**src/shared/dlhs_pkg.sv**
```systemverilog
// constants and types for the debug link handshake and speed-probe logic
// assumes one system clock that stands in for the vco clock
package dlhs_pkg;
    // serial clock is the vco clock divided by eight
    localparam int unsigned SER_DIV = 8;
    localparam logic [2:0] SER_DIV_LAST = 3'(SER_DIV - 1);
    // all counts below are in serial clock ticks
    localparam logic [7:0] ACK_LOW_TICKS = 8'h10;
    localparam logic [7:0] ACK_MIN_TICKS = 8'h20;
    localparam logic [7:0] SYNC_REQ_TICKS = 8'h80;
    localparam logic [7:0] SYNC_DELAY_TICKS = 8'h10;
    localparam logic [7:0] SYNC_RESP_TICKS = 8'h80;
    localparam logic [7:0] SPEEDUP_TICKS = 8'h01;

    typedef enum logic [3:0] {
        CMD_ACK_ON = 4'h0,
        CMD_ACK_OFF = 4'h1,
        CMD_READ = 4'h2,
        CMD_WRITE = 4'h3,
        CMD_BACKGROUND = 4'h4,
        CMD_GO = 4'h5,
        CMD_GO_UNTIL = 4'h6,
        CMD_STEP = 4'h7,
        CMD_OTHER = 4'h8
    } dlhs_cmd_type;
endpackage

```
**src/dlhs_pin_pulse.sv**
```systemverilog
// open-drain pulse driver: low for a tick count, one speedup tick high, release
// assumes tick_in is a one-cycle serial clock tick
`timescale 1ns/1ps
module dlhs_pin_pulse (
    input wire logic clk_in,
    input wire logic resetn_in,
    input wire logic tick_in,
    input wire logic start_in,
    input wire logic abort_in,
    input wire logic [7:0] low_len_in,
    output logic pin_out,
    output logic pin_oe_out,
    output logic busy_out,
    output logic done_out
);
    import dlhs_pkg::*;
    typedef enum logic [2:0] {
        PP_IDLE = 3'b001,
        PP_LOW = 3'b010,
        PP_HIGH = 3'b100
    } dlhs_pp_state_type;
    dlhs_pp_state_type state, next_state;
    logic [7:0] cnt, next_cnt, len, next_len;
    logic next_pin, next_oe, next_done;

    always_comb begin
        next_state = state;
        next_cnt = cnt;
        next_len = len;
        next_done = 1'b0;
        case (state)
            PP_IDLE: begin
                if (start_in) begin
                    next_state = PP_LOW;
                    next_cnt = 8'h00;
                    next_len = low_len_in;
                end
            end
            PP_LOW: begin
                if (tick_in) begin
                    if (cnt == 8'(len - 8'h01)) begin
                        next_state = PP_HIGH;
                        next_cnt = 8'h00;
                    end else begin
                        next_cnt = 8'(cnt + 8'h01);
                    end
                end
            end
            PP_HIGH: begin
                if (tick_in && cnt == 8'(SPEEDUP_TICKS - 8'h01)) begin
                    next_state = PP_IDLE;
                    next_done = 1'b1;
                end else if (tick_in) begin
                    next_cnt = 8'(cnt + 8'h01);
                end
            end
            default: next_state = PP_IDLE;
        endcase
        // a speed-probe request cuts any pulse short
        if (abort_in) begin
            next_state = PP_IDLE;
            next_done = 1'b0;
        end
        // only drive low or a short high, else released
        next_oe = (next_state != PP_IDLE);
        next_pin = (next_state == PP_HIGH);
    end

    always_ff @(posedge clk_in or negedge resetn_in) begin
        if (!resetn_in) begin
            state <= PP_IDLE;
            cnt <= 8'h00;
            len <= 8'h00;
            pin_out <= 1'b0;
            pin_oe_out <= 1'b0;
            done_out <= 1'b0;
        end else begin
            state <= next_state;
            cnt <= next_cnt;
            len <= next_len;
            pin_out <= next_pin;
            pin_oe_out <= next_oe;
            done_out <= next_done;
        end
    end

    assign busy_out = (state != PP_IDLE);

    property p_pp_low_first;
        @(posedge clk_in) disable iff (!resetn_in)
        $rose(pin_oe_out) |-> !pin_out;
    endproperty
    a_pp_low_first: assert property (p_pp_low_first) else $error("pulse did not open low");
endmodule

```
**src/dlhs_tick_gen.sv**
```systemverilog
// serial clock tick generator: one-cycle tick every SER_DIV clocks
// assumes clk_in is the vco clock
`timescale 1ns/1ps
module dlhs_tick_gen (
    input wire logic clk_in,
    input wire logic resetn_in,
    output logic tick_out
);
    import dlhs_pkg::*;
    logic [2:0] cnt;
    logic [2:0] next_cnt;

    always_comb begin
        next_cnt = (cnt == SER_DIV_LAST) ? 3'h0 : 3'(cnt + 3'h1);
    end

    always_ff @(posedge clk_in or negedge resetn_in) begin
        if (!resetn_in) begin
            cnt <= 3'h0;
        end else begin
            cnt <= next_cnt;
        end
    end

    assign tick_out = (cnt == SER_DIV_LAST);
endmodule

```
**src/dlhs_top.sv**
```systemverilog
// handshake, speed-probe response and single-step control of the debug link
// assumes a command decoder that flags each fully received command
// Behaviour
// - handshake off after reset; speed-probe soft reset keeps it
// - handshake-on enables and acknowledges itself
// - handshake-off stops all later acknowledges until the next handshake-on
// - reads acknowledge after bus cycle, data ready
// - writes acknowledge after data and bus cycle
// - enter-debug acknowledges on entering background mode
// - resume acknowledges on leaving background mode
// - resume-until-halt acknowledges on next background entry
// - step acknowledges on re-entering background mode
// - speed-probe request cancels pending control acknowledges
// - serial clock is vco clock over eight
// - wait high, 16, low 128, speedup, release
// - speed-probe request soft-resets partial command
// - step runs exactly one user instruction
// - pending interrupt during step only stacks
// - stop/wait blocks enter-debug; system stop blocks all
// - step into stop/wait drops its acknowledge
// - system stop clears handshake enable
// - acknowledge is 16 ticks low plus speedup
// - acknowledge no sooner than 32 ticks after command
// - read time-out held until acknowledge issued
`timescale 1ns/1ps
module dlhs_top (
    input wire logic clk_in,
    input wire logic resetn_in,
    input wire logic pin_in,
    output logic pin_out,
    output logic pin_oe_out,
    input wire logic cmd_valid_in,
    input wire dlhs_pkg::dlhs_cmd_type cmd_class_in,
    input wire logic bus_done_in,
    input wire logic cpu_bdm_in,
    input wire logic stop_wait_in,
    input wire logic system_stop_in,
    input wire logic irq_pending_in,
    output logic ack_en_out,
    output logic soft_reset_out,
    output logic sync_busy_out,
    output logic timeout_hold_out,
    output logic step_go_out,
    output logic step_irq_only_out
);
    import dlhs_pkg::*;

    typedef enum logic [4:0] {
        SY_IDLE = 5'b00001,
        SY_LOW = 5'b00010,
        SY_WAIT_HIGH = 5'b00100,
        SY_DELAY = 5'b01000,
        SY_RESP = 5'b10000
    } dlhs_sy_state_type;
    typedef enum logic [2:0] {
        AK_IDLE = 3'b001,
        AK_WAIT = 3'b010,
        AK_SEND = 3'b100
    } dlhs_ak_state_type;

    logic tick, drv_busy, drv_done, drv_oe, drv_pin;
    dlhs_sy_state_type sy_state, next_sy_state;
    dlhs_ak_state_type ak_state, next_ak_state;
    dlhs_cmd_type kind, next_kind;
    logic [7:0] sy_cnt, next_sy_cnt, min_cnt, next_min_cnt;
    logic sync_detect, resp_start, ack_start, cmd_take;
    logic ack_en, next_ack_en, evt, next_evt, bdm_q, sw_q;
    logic next_step_go, next_step_irq, bdm_rise, bdm_fall, sw_rise, evt_now;

    // serial clock derived from the vco clock
    dlhs_tick_gen u_tick (
        .clk_in(clk_in),
        .resetn_in(resetn_in),
        .tick_out(tick)
    );

    dlhs_pin_pulse u_pulse (
        .clk_in(clk_in),
        .resetn_in(resetn_in),
        .tick_in(tick),
        .start_in(ack_start | resp_start),
        .abort_in(sync_detect),
        .low_len_in(resp_start ? SYNC_RESP_TICKS : ACK_LOW_TICKS),
        .pin_out(drv_pin),
        .pin_oe_out(drv_oe),
        .busy_out(drv_busy),
        .done_out(drv_done)
    );
    assign pin_out = drv_pin;
    assign pin_oe_out = drv_oe;

    // speed-probe detection and response
    always_comb begin
        next_sy_state = sy_state;
        next_sy_cnt = sy_cnt;
        sync_detect = 1'b0;
        resp_start = 1'b0;
        case (sy_state)
            SY_IDLE: begin
                // our own pulse must not look like a request
                if (!pin_in && !drv_oe) begin
                    next_sy_state = SY_LOW;
                    next_sy_cnt = 8'h00;
                end
            end
            SY_LOW: begin
                if (pin_in) begin
                    next_sy_state = SY_IDLE;
                end else if (tick) begin
                    if (sy_cnt == 8'(SYNC_REQ_TICKS - 8'h01)) begin
                        sync_detect = 1'b1;
                        next_sy_state = SY_WAIT_HIGH;
                    end else begin
                        next_sy_cnt = 8'(sy_cnt + 8'h01);
                    end
                end
            end
            SY_WAIT_HIGH: begin
                // no time-out: the probe must eventually release
                if (pin_in) begin
                    next_sy_state = SY_DELAY;
                    next_sy_cnt = 8'h00;
                end
            end
            SY_DELAY: begin
                if (tick) begin
                    if (sy_cnt == 8'(SYNC_DELAY_TICKS - 8'h01)) begin
                        resp_start = 1'b1;
                        next_sy_state = SY_RESP;
                    end else begin
                        next_sy_cnt = 8'(sy_cnt + 8'h01);
                    end
                end
            end
            SY_RESP: begin
                if (drv_done) begin
                    next_sy_state = SY_IDLE;
                end
            end
            default: next_sy_state = SY_IDLE;
        endcase
    end

    always_ff @(posedge clk_in or negedge resetn_in) begin
        if (!resetn_in) begin
            sy_state <= SY_IDLE;
            sy_cnt <= 8'h00;
        end else begin
            sy_state <= next_sy_state;
            sy_cnt <= next_sy_cnt;
        end
    end

    // command acceptance and acknowledge scheduling
    assign bdm_rise = cpu_bdm_in && !bdm_q;
    assign bdm_fall = !cpu_bdm_in && bdm_q;
    assign sw_rise = stop_wait_in && !sw_q;
    assign cmd_take = cmd_valid_in && !system_stop_in
        && !(stop_wait_in && cmd_class_in == CMD_BACKGROUND);

    always_comb begin
        next_ak_state = ak_state;
        next_kind = kind;
        next_evt = evt;
        next_min_cnt = min_cnt;
        next_ack_en = ack_en;
        next_step_go = 1'b0;
        next_step_irq = step_irq_only_out;
        ack_start = 1'b0;
        evt_now = 1'b0;
        case (kind)
            CMD_READ: evt_now = bus_done_in;
            CMD_WRITE: evt_now = bus_done_in;
            CMD_BACKGROUND: evt_now = bdm_rise;
            CMD_GO: evt_now = bdm_fall;
            CMD_GO_UNTIL: evt_now = bdm_rise;
            CMD_STEP: evt_now = bdm_rise;
            default: evt_now = 1'b0;
        endcase
        case (ak_state)
            AK_IDLE: begin
            end
            AK_WAIT: begin
                if (tick && min_cnt != ACK_MIN_TICKS) begin
                    next_min_cnt = 8'(min_cnt + 8'h01);
                end
                if (evt_now) begin
                    next_evt = 1'b1;
                end
                if (kind == CMD_STEP && sw_rise) begin
                    next_ak_state = AK_IDLE;
                // start on a tick so the low phase is whole ticks
                end else if (tick && evt && min_cnt == ACK_MIN_TICKS
                        && sy_state == SY_IDLE && !drv_busy) begin
                    ack_start = 1'b1;
                    next_ak_state = AK_SEND;
                end
            end
            AK_SEND: begin
                if (drv_done) begin
                    next_ak_state = AK_IDLE;
                end
            end
            default: next_ak_state = AK_IDLE;
        endcase
        // commands are dropped in system stop, and enter-debug in stop/wait; all others are taken
        if (cmd_take) begin
            next_kind = cmd_class_in;
            next_min_cnt = 8'h00;
            next_evt = 1'b0;
            next_ak_state = AK_IDLE;
            if (cmd_class_in == CMD_ACK_ON) begin
                next_ack_en = 1'b1;
                next_evt = 1'b1;
                next_ak_state = AK_WAIT;
            end else if (cmd_class_in == CMD_ACK_OFF) begin
                next_ack_en = 1'b0;
            end else if (cmd_class_in != CMD_OTHER && ack_en) begin
                next_ak_state = AK_WAIT;
            end
            if (cmd_class_in == CMD_STEP) begin
                // one instruction, or stacking only if an interrupt waits
                next_step_go = 1'b1;
                next_step_irq = irq_pending_in;
            end
        end
        if (sync_detect) begin
            next_ak_state = AK_IDLE;
            next_evt = 1'b0;
        end
        if (system_stop_in) begin
            next_ack_en = 1'b0;
            next_ak_state = AK_IDLE;
        end
    end

    always_ff @(posedge clk_in or negedge resetn_in) begin
        if (!resetn_in) begin
            ak_state <= AK_IDLE;
            kind <= CMD_OTHER;
            evt <= 1'b0;
            min_cnt <= 8'h00;
            ack_en <= 1'b0;
            bdm_q <= 1'b0;
            sw_q <= 1'b0;
            step_go_out <= 1'b0;
            step_irq_only_out <= 1'b0;
            soft_reset_out <= 1'b0;
        end else begin
            ak_state <= next_ak_state;
            kind <= next_kind;
            evt <= next_evt;
            min_cnt <= next_min_cnt;
            ack_en <= next_ack_en;
            bdm_q <= cpu_bdm_in;
            sw_q <= stop_wait_in;
            step_go_out <= next_step_go;
            step_irq_only_out <= next_step_irq;
            soft_reset_out <= sync_detect;
        end
    end

    assign ack_en_out = ack_en;
    assign sync_busy_out = (sy_state != SY_IDLE);
    // read time-out suspended until the acknowledge goes out
    assign timeout_hold_out = (ak_state == AK_WAIT) && (kind == CMD_READ);

    property p_ack_on_only_by_cmd;
        @(posedge clk_in) disable iff (!resetn_in)
        $rose(ack_en) |-> $past(cmd_take) && $past(cmd_class_in) == CMD_ACK_ON;
    endproperty
    a_ack_on_only_by_cmd: assert property (p_ack_on_only_by_cmd) else $error("enable set without command");

    property p_ack_off;
        @(posedge clk_in) disable iff (!resetn_in)
        cmd_take && cmd_class_in == CMD_ACK_OFF |=> !ack_en && ak_state == AK_IDLE;
    endproperty
    a_ack_off: assert property (p_ack_off) else $error("handshake not turned off");

    property p_sys_stop;
        @(posedge clk_in) disable iff (!resetn_in)
        system_stop_in |=> !ack_en && ak_state == AK_IDLE;
    endproperty
    a_sys_stop: assert property (p_sys_stop) else $error("system stop kept handshake");

    property p_sync_cancel;
        @(posedge clk_in) disable iff (!resetn_in)
        sync_detect |=> ak_state == AK_IDLE && soft_reset_out ##1 !soft_reset_out;
    endproperty
    a_sync_cancel: assert property (p_sync_cancel) else $error("ack survived speed probe");

    property p_ack_min_gap;
        @(posedge clk_in) disable iff (!resetn_in)
        ack_start |-> min_cnt == ACK_MIN_TICKS && evt && tick;
    endproperty
    a_ack_min_gap: assert property (p_ack_min_gap) else $error("ack started too early");

    property p_ack_shape;
        @(posedge clk_in) disable iff (!resetn_in)
        ack_start |=> pin_oe_out && !pin_out ##127 pin_oe_out && !pin_out
            ##1 pin_oe_out && pin_out;
    endproperty
    a_ack_shape: assert property (p_ack_shape) else $error("ack low phase too short");

    property p_resp_start;
        @(posedge clk_in) disable iff (!resetn_in)
        resp_start |-> pin_in && sy_cnt == 8'(SYNC_DELAY_TICKS - 8'h01) && tick;
    endproperty
    a_resp_start: assert property (p_resp_start) else $error("response started badly");

    property p_step_drop;
        @(posedge clk_in) disable iff (!resetn_in)
        ak_state == AK_WAIT && kind == CMD_STEP && sw_rise && !cmd_take
            |=> ak_state == AK_IDLE;
    endproperty
    a_step_drop: assert property (p_step_drop) else $error("step ack kept in stop");

    property p_hold_read;
        @(posedge clk_in) disable iff (!resetn_in)
        timeout_hold_out |-> $past(ack_en) || ack_en;
    endproperty
    a_hold_read: assert property (p_hold_read) else $error("hold without handshake");
endmodule

```
**config.mk**
```make
export PLATFORM = sky130hd
export DESIGN_NAME = dlhs_top
export DESIGN_NICKNAME = d
export VERILOG_FILES = /design/src/shared/dlhs_pkg.sv /design/src/dlhs_pin_pulse.sv /design/src/dlhs_tick_gen.sv /design/src/dlhs_top.sv
export SDC_FILE = /design/constraint.sdc
export NUM_CORES = 1
export LEC_CHECK = 0
export ABC_AREA = 1
export BUFFER_PORTS_ARGS = -buffer_cell sky130_fd_sc_hd__clkbuf_2
export CELL_PAD_IN_SITES_DETAIL_PLACEMENT = 0
export CELL_PAD_IN_SITES_GLOBAL_PLACEMENT = 2
export CORE_MARGIN = 1.5
export CORE_UTILIZATION = 32
export DETAILED_ROUTE_END_ITERATION = 10
export PLACE_DENSITY = 0.77
export REMOVE_ABC_BUFFERS = 1
export SYNTH_ARGS = -nofsm -noshare
export SYNTH_HDL_FRONTEND = slang
export SYNTH_SLANG_ARGS = --single-unit
```
**constraint.sdc**
```tcl
create_clock -name clk_in -period 1.75 [get_ports clk_in]
set_clock_uncertainty 0.15 [all_clocks]
set_input_delay 0.2625 -clock clk_in [delete_from_list [all_inputs] [get_ports clk_in]]
set_output_delay 0.2625 -clock clk_in [all_outputs]
set_load 0.02 [all_outputs]
```
Word level (Yosys, flattened, before mapping)

Cells that the tools add are included.

Flip-flop bits (word level): 60
Word-level logic and storage cells: 188

Multiplexer cells: 69
Reductions and logical operators: 45
Bitwise logic cells: 1
Equal/unequal tests: 49
$add $sub $neg: 5

Operator list:

| kind                                                  | number |
|---|---|
| 2-to-1 mux 8 bit                                      | 16 |
| 2-to-1 mux 5 bit                                      | 8 |
| 2-to-1 mux 3 bit                                      | 12 |
| one-hot mux 8 bit (4 select lines)                    | 1 |
| one-hot mux 5 bit (5 select lines)                    | 1 |
| adder 8 x 1 -> 8 bit, second input constant           | 3 |
| == test 4 x 3 -> 1 bit, second input constant         | 6 |
| 2-to-1 mux 1 bit                                      | 24 |
| one-hot mux 8 bit (3 select lines)                    | 1 |
| inequality test 2 bit, second input constant          | 11 |
| one-hot mux 3 bit (3 select lines)                    | 2 |
| logical AND 1 bit                                     | 16 |
| == test 3 bit, second input constant                  | 4 |
| nonzero test 3 bit                                    | 4 |
| AND reduction 2 bit                                   | 5 |
| == test 4 x 2 -> 1 bit, second input constant         | 2 |
| == test 8 x 4 -> 1 bit, second input constant         | 1 |
| == test 8 x 6 -> 1 bit, second input constant         | 1 |
| == test 8 x 7 -> 1 bit, second input constant         | 1 |
| == test 8 bit                                         | 1 |
| zero test 1 bit                                       | 8 |
| zero test 8 bit                                       | 1 |
| inequality test 4 bit, second input constant          | 2 |
| inequality test 8 x 6 -> 1 bit, second input constant | 1 |
| 28 further kinds                                      | 37 |

Logic depth before layout (Yosys ltp)

Gate-level depths: netlist (run 1).

Word-level depth: 13
Gate-level depth with buffers: 12
Mapped depth without buffers: 12

Modules after synthesis

Synthesis (run 1) repeated with hierarchy kept, for this count alone.

Cell total of the unflattened synthesis: 538
Area, all modules: 3945.0 sq um

Modules (own cells, without submodules):

| module         | cells each | area each (sq um) | times used |
|---|---|---|---|
| dlhs_top       | 310        | 2228.4            | 1 |
| dlhs_pin_pulse | 220        | 1605.3            | 1 |
| dlhs_tick_gen  | 8          | 111.4             | 1 |

Worst setup path before layout (run 1)

OpenSTA, ideal clock, no wires.

Kind: register to register
Start: register u_tick.cnt[0]
End: register sy_cnt[7]
Period minus slack after synthesis: 1778 ps
Data required time: 1482 ps
Setup slack: -28 ps
Setup time: 118 ps
Cell stages (with the launch flop): 10
Data arrival time: 1510 ps
Cells stage by stage: dfrtp_1 > ha_1 > ha_1 > buf_2 > inv_1 > o21ai_1 > nand3_4 > buf_6 > nand2_2 > o21ai_2

Word-level cells in the longest chain between the ends: 3
Elaborated cells on any way between the ends: 4
Those cells by class: eq/ne: 3; reduce/logical: 1

RTL lines:

| item                            | line                | RTL |
|---|---|---|
| from (decl)                     | dlhs_tick_gen.sv:10 | `logic [2:0] cnt;` |
| from (signal assigned)          | dlhs_tick_gen.sv:21 | `cnt <= next_cnt;` |
| == test 3 bit *                 | dlhs_tick_gen.sv:25 | `assign tick_out = (cnt == SER_DIV_LAST);` |
| inequality test 2 bit (no line) | n/a                 |  |
| AND reduction 8 bit (no line) * | n/a                 |  |
| to (signal assigned)            | dlhs_top.sv:150     | `sy_cnt <= next_sy_cnt;` |
| to (decl)                       | dlhs_top.sv:65      | `logic [7:0] sy_cnt, next_sy_cnt, min_cnt, next_min_cnt;` |

Every way passes the cells marked *; elsewhere a longest branch is shown, timed or not.
A chain may end at the register's enable or synchronous reset.

Worst setup path after layout (run 1)

Start: register u_tick.cnt[0]
End: register u_pulse.cnt[5]

Word-level cells in the longest chain between the ends: 11
Elaborated cells on any way between the ends: 17
Those cells by class: eq/ne: 5; mux: 5; bitwise: 1; reduce/logical: 6

RTL lines:

| item                                     | line                 | RTL |
|---|---|---|
| == test 3 bit *                          | dlhs_tick_gen.sv:25  |  |
| logical AND 1 bit (2 in series)          | dlhs_top.sv:193      | `end else if (tick && evt && min_cnt == ACK_MIN_TICKS` |
| logical AND 1 bit (2 in series)          | dlhs_top.sv:194      | `&& sy_state == SY_IDLE && !drv_busy) begin` |
| 2-to-1 mux 1 bit                         | dlhs_top.sv:193      |  |
| 2-to-1 mux 1 bit                         | dlhs_top.sv:190      | `if (kind == CMD_STEP && sw_rise) begin` |
| 2-to-1 mux 1 bit                         | dlhs_top.sv:180      | `case (ak_state)` |
| OR 1 bit                                 | dlhs_top.sv:81       | `.start_in(ack_start \| resp_start),` |
| inequality test 2 x 1 -> 1 bit (no line) | n/a                  |  |
| AND reduction 5 bit (no line) *          | n/a                  |  |
| to (signal assigned)                     | dlhs_pin_pulse.sv:79 | `cnt <= next_cnt;` |
| to (decl)                                | dlhs_pin_pulse.sv:23 | `logic [7:0] cnt, next_cnt, len, next_len;` |

Marked as above.

==> results.yml, run 1 <==
routing:
  first_iter_violations: 102
  vias_per_cell: 4.68
  drt-wirelength-per-cell_microns: 12.6
  wl_microns: 8440
  ant_nets: 0
  drc_errors: 0
  first_pass_iters: 4
  via_count: 3131
grt:
  antenna_found_initial: 0
  grt_pass1_wl_microns: 14100
  grt_max_degree: 28
  grt_use_total_pct: 15.7
  first_global_vias: 2924
  grt_overflow_total: 0
final_layout:
  post-route-util_pct: 45.9
  layout.nets: 555
  final_cell_mix: "nand2_1 (92), buf_4 (71), dfrtp_1 (50)"
  drive_gt1_share_pct: 38.2
  synthToLayoutAreaGrowth_pct: 37.9
  diodes: 0
  final_cell_area_sq_mm: 0.00455
  layout_commonest_cell: "nand2_1"
synth:
  netlist_area_sq_mm: 0.00330
  ys.warnings.count: 0
  synth_edf_count: 0
  avgSynthCellArea_sq_um: 7.69
  ys_types: 36
  yosysSeqAreaShare_pct: 41.1
  async_reset_ff_share_pct: 100
  synth_ff_type: "dfrtp_1"
  synth-seq-cells: 54
  netlist_instances: 429
sta:
  period_share_pct: 104
  finalHoldViolCount: 0
  slew_headroom_pct: 68.4
  clock.fmax_ghz: 0.549
  setup_viol: 24
  hold-worst-slack_ps: 67.7
  worst_pin_slew_ps: 474
  setup_tns_ps: -953
  min_period_ps: 1820
  final.setup.worst_slack_ps: -71.2
  rsz0062_at_grt: "true"
  drv_slew: 0
worst_setup_path:
  end_kind: "register"
  timing.rr.start: "u_tick.cnt[0]"
  setup.worst_path.start: "u_tick.cnt[0]"
  worstPathArrival_ps: 1870
  crit_required_ps: 1800
  path_max_fanout: 6
  worstSetupStartpointType: "register"
  crit_type: "register to register"
  reg2reg_slack_ps: -70
status:
  status: "complete, but fails checks"
  violations: "negative setup slack"
floorplanning:
  io-pin-count: 21
  die_area_sq_mm: 0.0109
  coreArea_sq_mm: 0.00991
  num_rows: 36
  initial_utilization_pct: 33.3
  dieHeight_microns: 105
  die_w_microns: 105
power:
  p_per_area_mw_per_mm2: 730
  leakage_nw: 2.28
  total_power_mw: 3.32
  ir_drop_v: 0.000430
clock_network:
  clockBufferDepth: 2
  cts_tree: "done"
  htree_levels: 2
  numCtsBuffers: 5
  clkLatencyLatePin_ps: 300
  clkTransAtPathRegs_ps: 100
  cts.sinks: 54
  cts_root_buf: "clkbuf_8"
placed_design:
  postPlaceCellArea_sq_mm: 0.00398
  gp_congestion: 0.846
  dpl.hpwl_microns: 6090
  numPortBuffers: 20
worst_hold_path:
  hold_path_class: "input pin to register"
  min-delay-start: "cmd_class_in[3]"
run:
  cap_violations: 0
[what timing repair did]
action	in CTS	in global routing
hold buffers	5	0
pin swaps	7	24
setup buffers	5	14
gates cloned	1	1
hold endpoints to repair	17	0
endpoints found under the setup margin	34	38
resized for setup	20	51
[final timing paths]
kind,cells after the start,end
max in group asynchronous,3,ak_state[0]
min in group asynchronous,2,sy_cnt[2]
setup reg to reg,9,u_pulse.cnt[5]
setup / recovery,9,u_pulse.cnt[5]
hold reg to reg,1,u_tick.cnt[0]
hold / removal,3,kind[3]
[registers in the layout, indices dropped and copies added (netlist names), 2 cells and up]
register	cells
min_cnt	8
sy_cnt	8
u_pulse.cnt	8
sy_state	5
kind	4
ak_state	3
u_pulse.state	3
u_tick.cnt	3
u_pulse.len	2
[report_power, final]
group | total [mW] | internal (mW) | switching, mW | leakage [nW]
clock network | 0.839 | 0.428 | 0.411 | 0.0514
registers | 1.41 | 1.34 | 0.0726 | 0.710
logic | 1.07 | 0.419 | 0.652 | 1.51
total | 3.32 | 2.18 | 1.14 | 2.28
[stage by stage]
step                      worst slack (ps)  instances
after floorplan                      -90.9        426
after global placement               -95.7        635
after detailed placement              -151        635
after CTS                            -76.8        654
after global routing                  -195        669
final                                -71.2        669
[routing by layer]
layer  global-route usage, %  vias up  part of all wire (%)
met3                    2.43        2                   2.1
met1                    22.2     1487                    50
li1                        -     1608                     -
met4                    2.78        0                  0.50
met5                       0        -                     0
met2                    25.4       34                    48
[layout make-up]
| class | count | area [sq um] |
|---|---|---|
| fill | 1029 | 5360 |
| multi-input combinational | 308 | 1910 |
| sequential | 54 | 1360 |
| timing repair buffer | 100 | 753 |
| inverter | 65 | 246 |
| tap | 133 | 166 |
| clock buffer | 6 | 72.6 |
| clock inverter | 2 | 37.5 |
| timing repair inverter | 1 | 7.51 |
[worst max-delay path, cell delays in order, from the launching register on]
cell and delay [ps]:
dfrtp_1 360, ha_2 200, ha_4 170, nand2_2 50, nor3_2 130, nand4_1 150
o21ai_2 140, clkinvlp_4 190, nand4_1 120, nand2_1 50
[cells by family after synthesis]
kind of cell               count (synthesis)  synth area share, %
and+or+nand+nor                          243                 36.9
buffers and inverters                     68                 8.04
DFF                                       54                 41.1
AOI/OAI and AO/OA                         49                 9.21
xor gates and xnor gates                   8                 2.12
adders and majority gates                  7                 2.65
[synth_stat cells (all sizes together), types with 2 or more instances]
cell     n  share of area (%)
buf      3               0.64
o21a     2               0.45
xnor2    3               0.80
a21oi   12                1.8
nand3   42                7.5
inv     65                7.4
ha       7                2.7
o21ai   30                5.7
or2      2               0.38
nand2  117                 14
dfrtp   50                 38
dfstp    4                3.2
nor3     9                2.2
nand4   23                5.6
xor2     5                1.3
nor2    48                6.7
Note: power is estimated with default switching activity, not from simulation.
==> run 2: changes to the inputs <==
==> constraint.sdc (replaced) <==
create_clock -name clk_in -period 1.75 [get_ports clk_in]
set_clock_uncertainty 0.15 [all_clocks]
set_input_delay 0.35 -clock clk_in [delete_from_list [all_inputs] [get_ports clk_in]]
set_output_delay 0.35 -clock clk_in [all_outputs]
set_load 0.02 [all_outputs]
==> run 2 against run 1 <==
Net effect: the flow still finishes with violations (negative setup slack); setup slack got worse by 67 ps; die area stayed put; sequential share of layout area down 0.057 points; sequential power about the same; cell count decreased by 1.0%; critical endpoint is now u_pulse.cnt[3].
==> results.yml, run 2 (synthesis gave the netlist of run 1 again) <==
final_layout:
  post-route-util_pct: 46.0
  largestRegisters: "min_cnt (8), sy_cnt (8), u_pulse.cnt (8)"
  layout_commonest_cell: "nand2_1"
  nFillCells: 999
  synthToLayoutAreaGrowth_pct: 38.1
  diodes: 0
  final_cell_area_sq_mm: 0.00456
  multi_input_area_sq_mm: 0.00193
  drive_gt1_share_pct: 38.9
  final_cell_mix: "nand2_1 (88), buf_4 (60), dfrtp_1 (50)"
  regArea_sq_mm: 0.00136
  layout.nets: 548
grt:
  grt_use_total_pct: 15.9
  first_global_vias: 3009
  antenna_found_initial: 0
  grt_max_degree: 55
  grt_pass1_wl_microns: 14000
  grt_overflow_total: 0
routing:
  drc_errors: 0
  wl_microns: 8440
  vias_per_cell: 4.63
  via_count: 3066
  ant_nets: 0
  drt-wirelength-per-cell_microns: 12.8
  first_pass_iters: 4
  first_iter_violations: 119
floorplanning:
  coreArea_sq_mm: 0.00991
  io-pin-count: 21
  die_w_microns: 105
  dieHeight_microns: 105
  initial_utilization_pct: 33.3
  num_rows: 36
  die_area_sq_mm: 0.0109
clock_network:
  cts.sinks: 54
  clockBufferDepth: 2
  clkTransAtPathRegs_ps: 100
  numCtsBuffers: 5
  cts_tree: "done"
  htree_levels: 2
  clkLatencyLatePin_ps: 310
  cts_root_buf: "clkbuf_8"
worst_setup_path:
  worstSetupStartpointType: "register"
  crit_required_ps: 1850
  worstPathArrival_ps: 1990
  crit_type: "register to register"
  end_kind: "register"
  path_max_fanout: 8
power:
  total_power_mw: 3.40
  leakage_nw: 2.32
  ir_drop_v: 0.000524
  p_per_area_mw_per_mm2: 745
run:
  cap_violations: 0
sta:
  setup_viol: 24
  drv_slew: 0
  final.setup.worst_slack_ps: -139
  min_period_ps: 1890
  period_share_pct: 108
  clock.fmax_ghz: 0.529
  finalHoldViolCount: 0
  slew_headroom_pct: 79.8
  rsz0062_at_grt: "true"
  worst_pin_slew_ps: 302
placed_design:
  numPortBuffers: 20
  gp_congestion: 0.834
  postPlaceCellArea_sq_mm: 0.00397
  dpl.hpwl_microns: 6090
status:
  violations: "negative setup slack"
  status: "complete, but fails checks"
worst_hold_path:
  hold_path_class: "input pin to register"
## run 2: cell type report
| class | instances | share of cell area, % |
|---|---|---|
| repair buffers | 93 | 16.4 |
| multi-input cells | 308 | 42.4 |
| inverters | 65 | 5.35 |
| clock buffers | 7 | 1.67 |
| repair inverters | 1 | 0.165 |
| well taps | 133 | 3.65 |
| clock inverters | 1 | 0.659 |
| flip-flops and latches | 54 | 29.7 |
## run 2: where the power goes
part           internal [mW]  total, mW  switching, mW
clock                  0.429      0.846          0.416
combinational          0.469       1.14          0.676
sequential              1.34       1.41         0.0699
## run 2: critical path, cell delays in order (launching register included)
cell     delay (ps)
dfrtp_1         360
ha_2            190
ha_4            180
nand2_4          60
nor3_4          170
nand4_1         140
o21ai_2         150
inv_2           120
nand3_4         160
nand2_1          70
nand2_1          60
## run 2: path summary, 6_finish.rpt
path	cells after the start	startpoint	slack, ps	to
max	10	u_tick.cnt[0]	-140	u_pulse.cnt[3]
min	1	cpu_bdm_in	20	bdm_q
max reg2reg	10	u_tick.cnt[0]	-140	u_pulse.cnt[3]
min reg2reg	2	ak_state[0]	350	ak_state[0]
max in group asynchronous	3	resetn_in	720	ak_state[0]
min in group asynchronous	3	resetn_in	420	sy_cnt[1]
## run 2: repair_timing
| action | 4_1_cts | 5_1_grt |
|---|---|---|
| endpoints found under the setup margin | 36 | 41 |
| hold endpoints to repair | 50 | 0 |
| resized for setup | 32 | 50 |
| buffers inserted | 12 | 7 |
| pin swaps | 23 | 24 |
| cloned | 2 | 0 |
| hold buffers | 1 | 0 |
## run 2: through the flow
stage / hold slack [ps] / TNS [ps] / setup WS [ps] / std cells
after global routing: 8.73 / -5270 / -250 / 662
after global placement: 228 / -1570 / -90.5 / 632
after detailed placement: 237 / -3380 / -178 / 632
after CTS: 8.77 / -1060 / -77.2 / 655
after floorplan: -95.6 / -1310 / -90.9 / 426
final: 18.1 / -1860 / -139 / 662
## run 2: metal layers
layer / GRT usage (%) / part of all wire [%] / vias up
met5: 0 / 0 / -
li1: - / - / 1596
met1: 21.7 / 50 / 1437
met3: 2.31 / 2.4 / 5
met2: 26.3 / 47 / 28
met4: 3.87 / 0.73 / 0
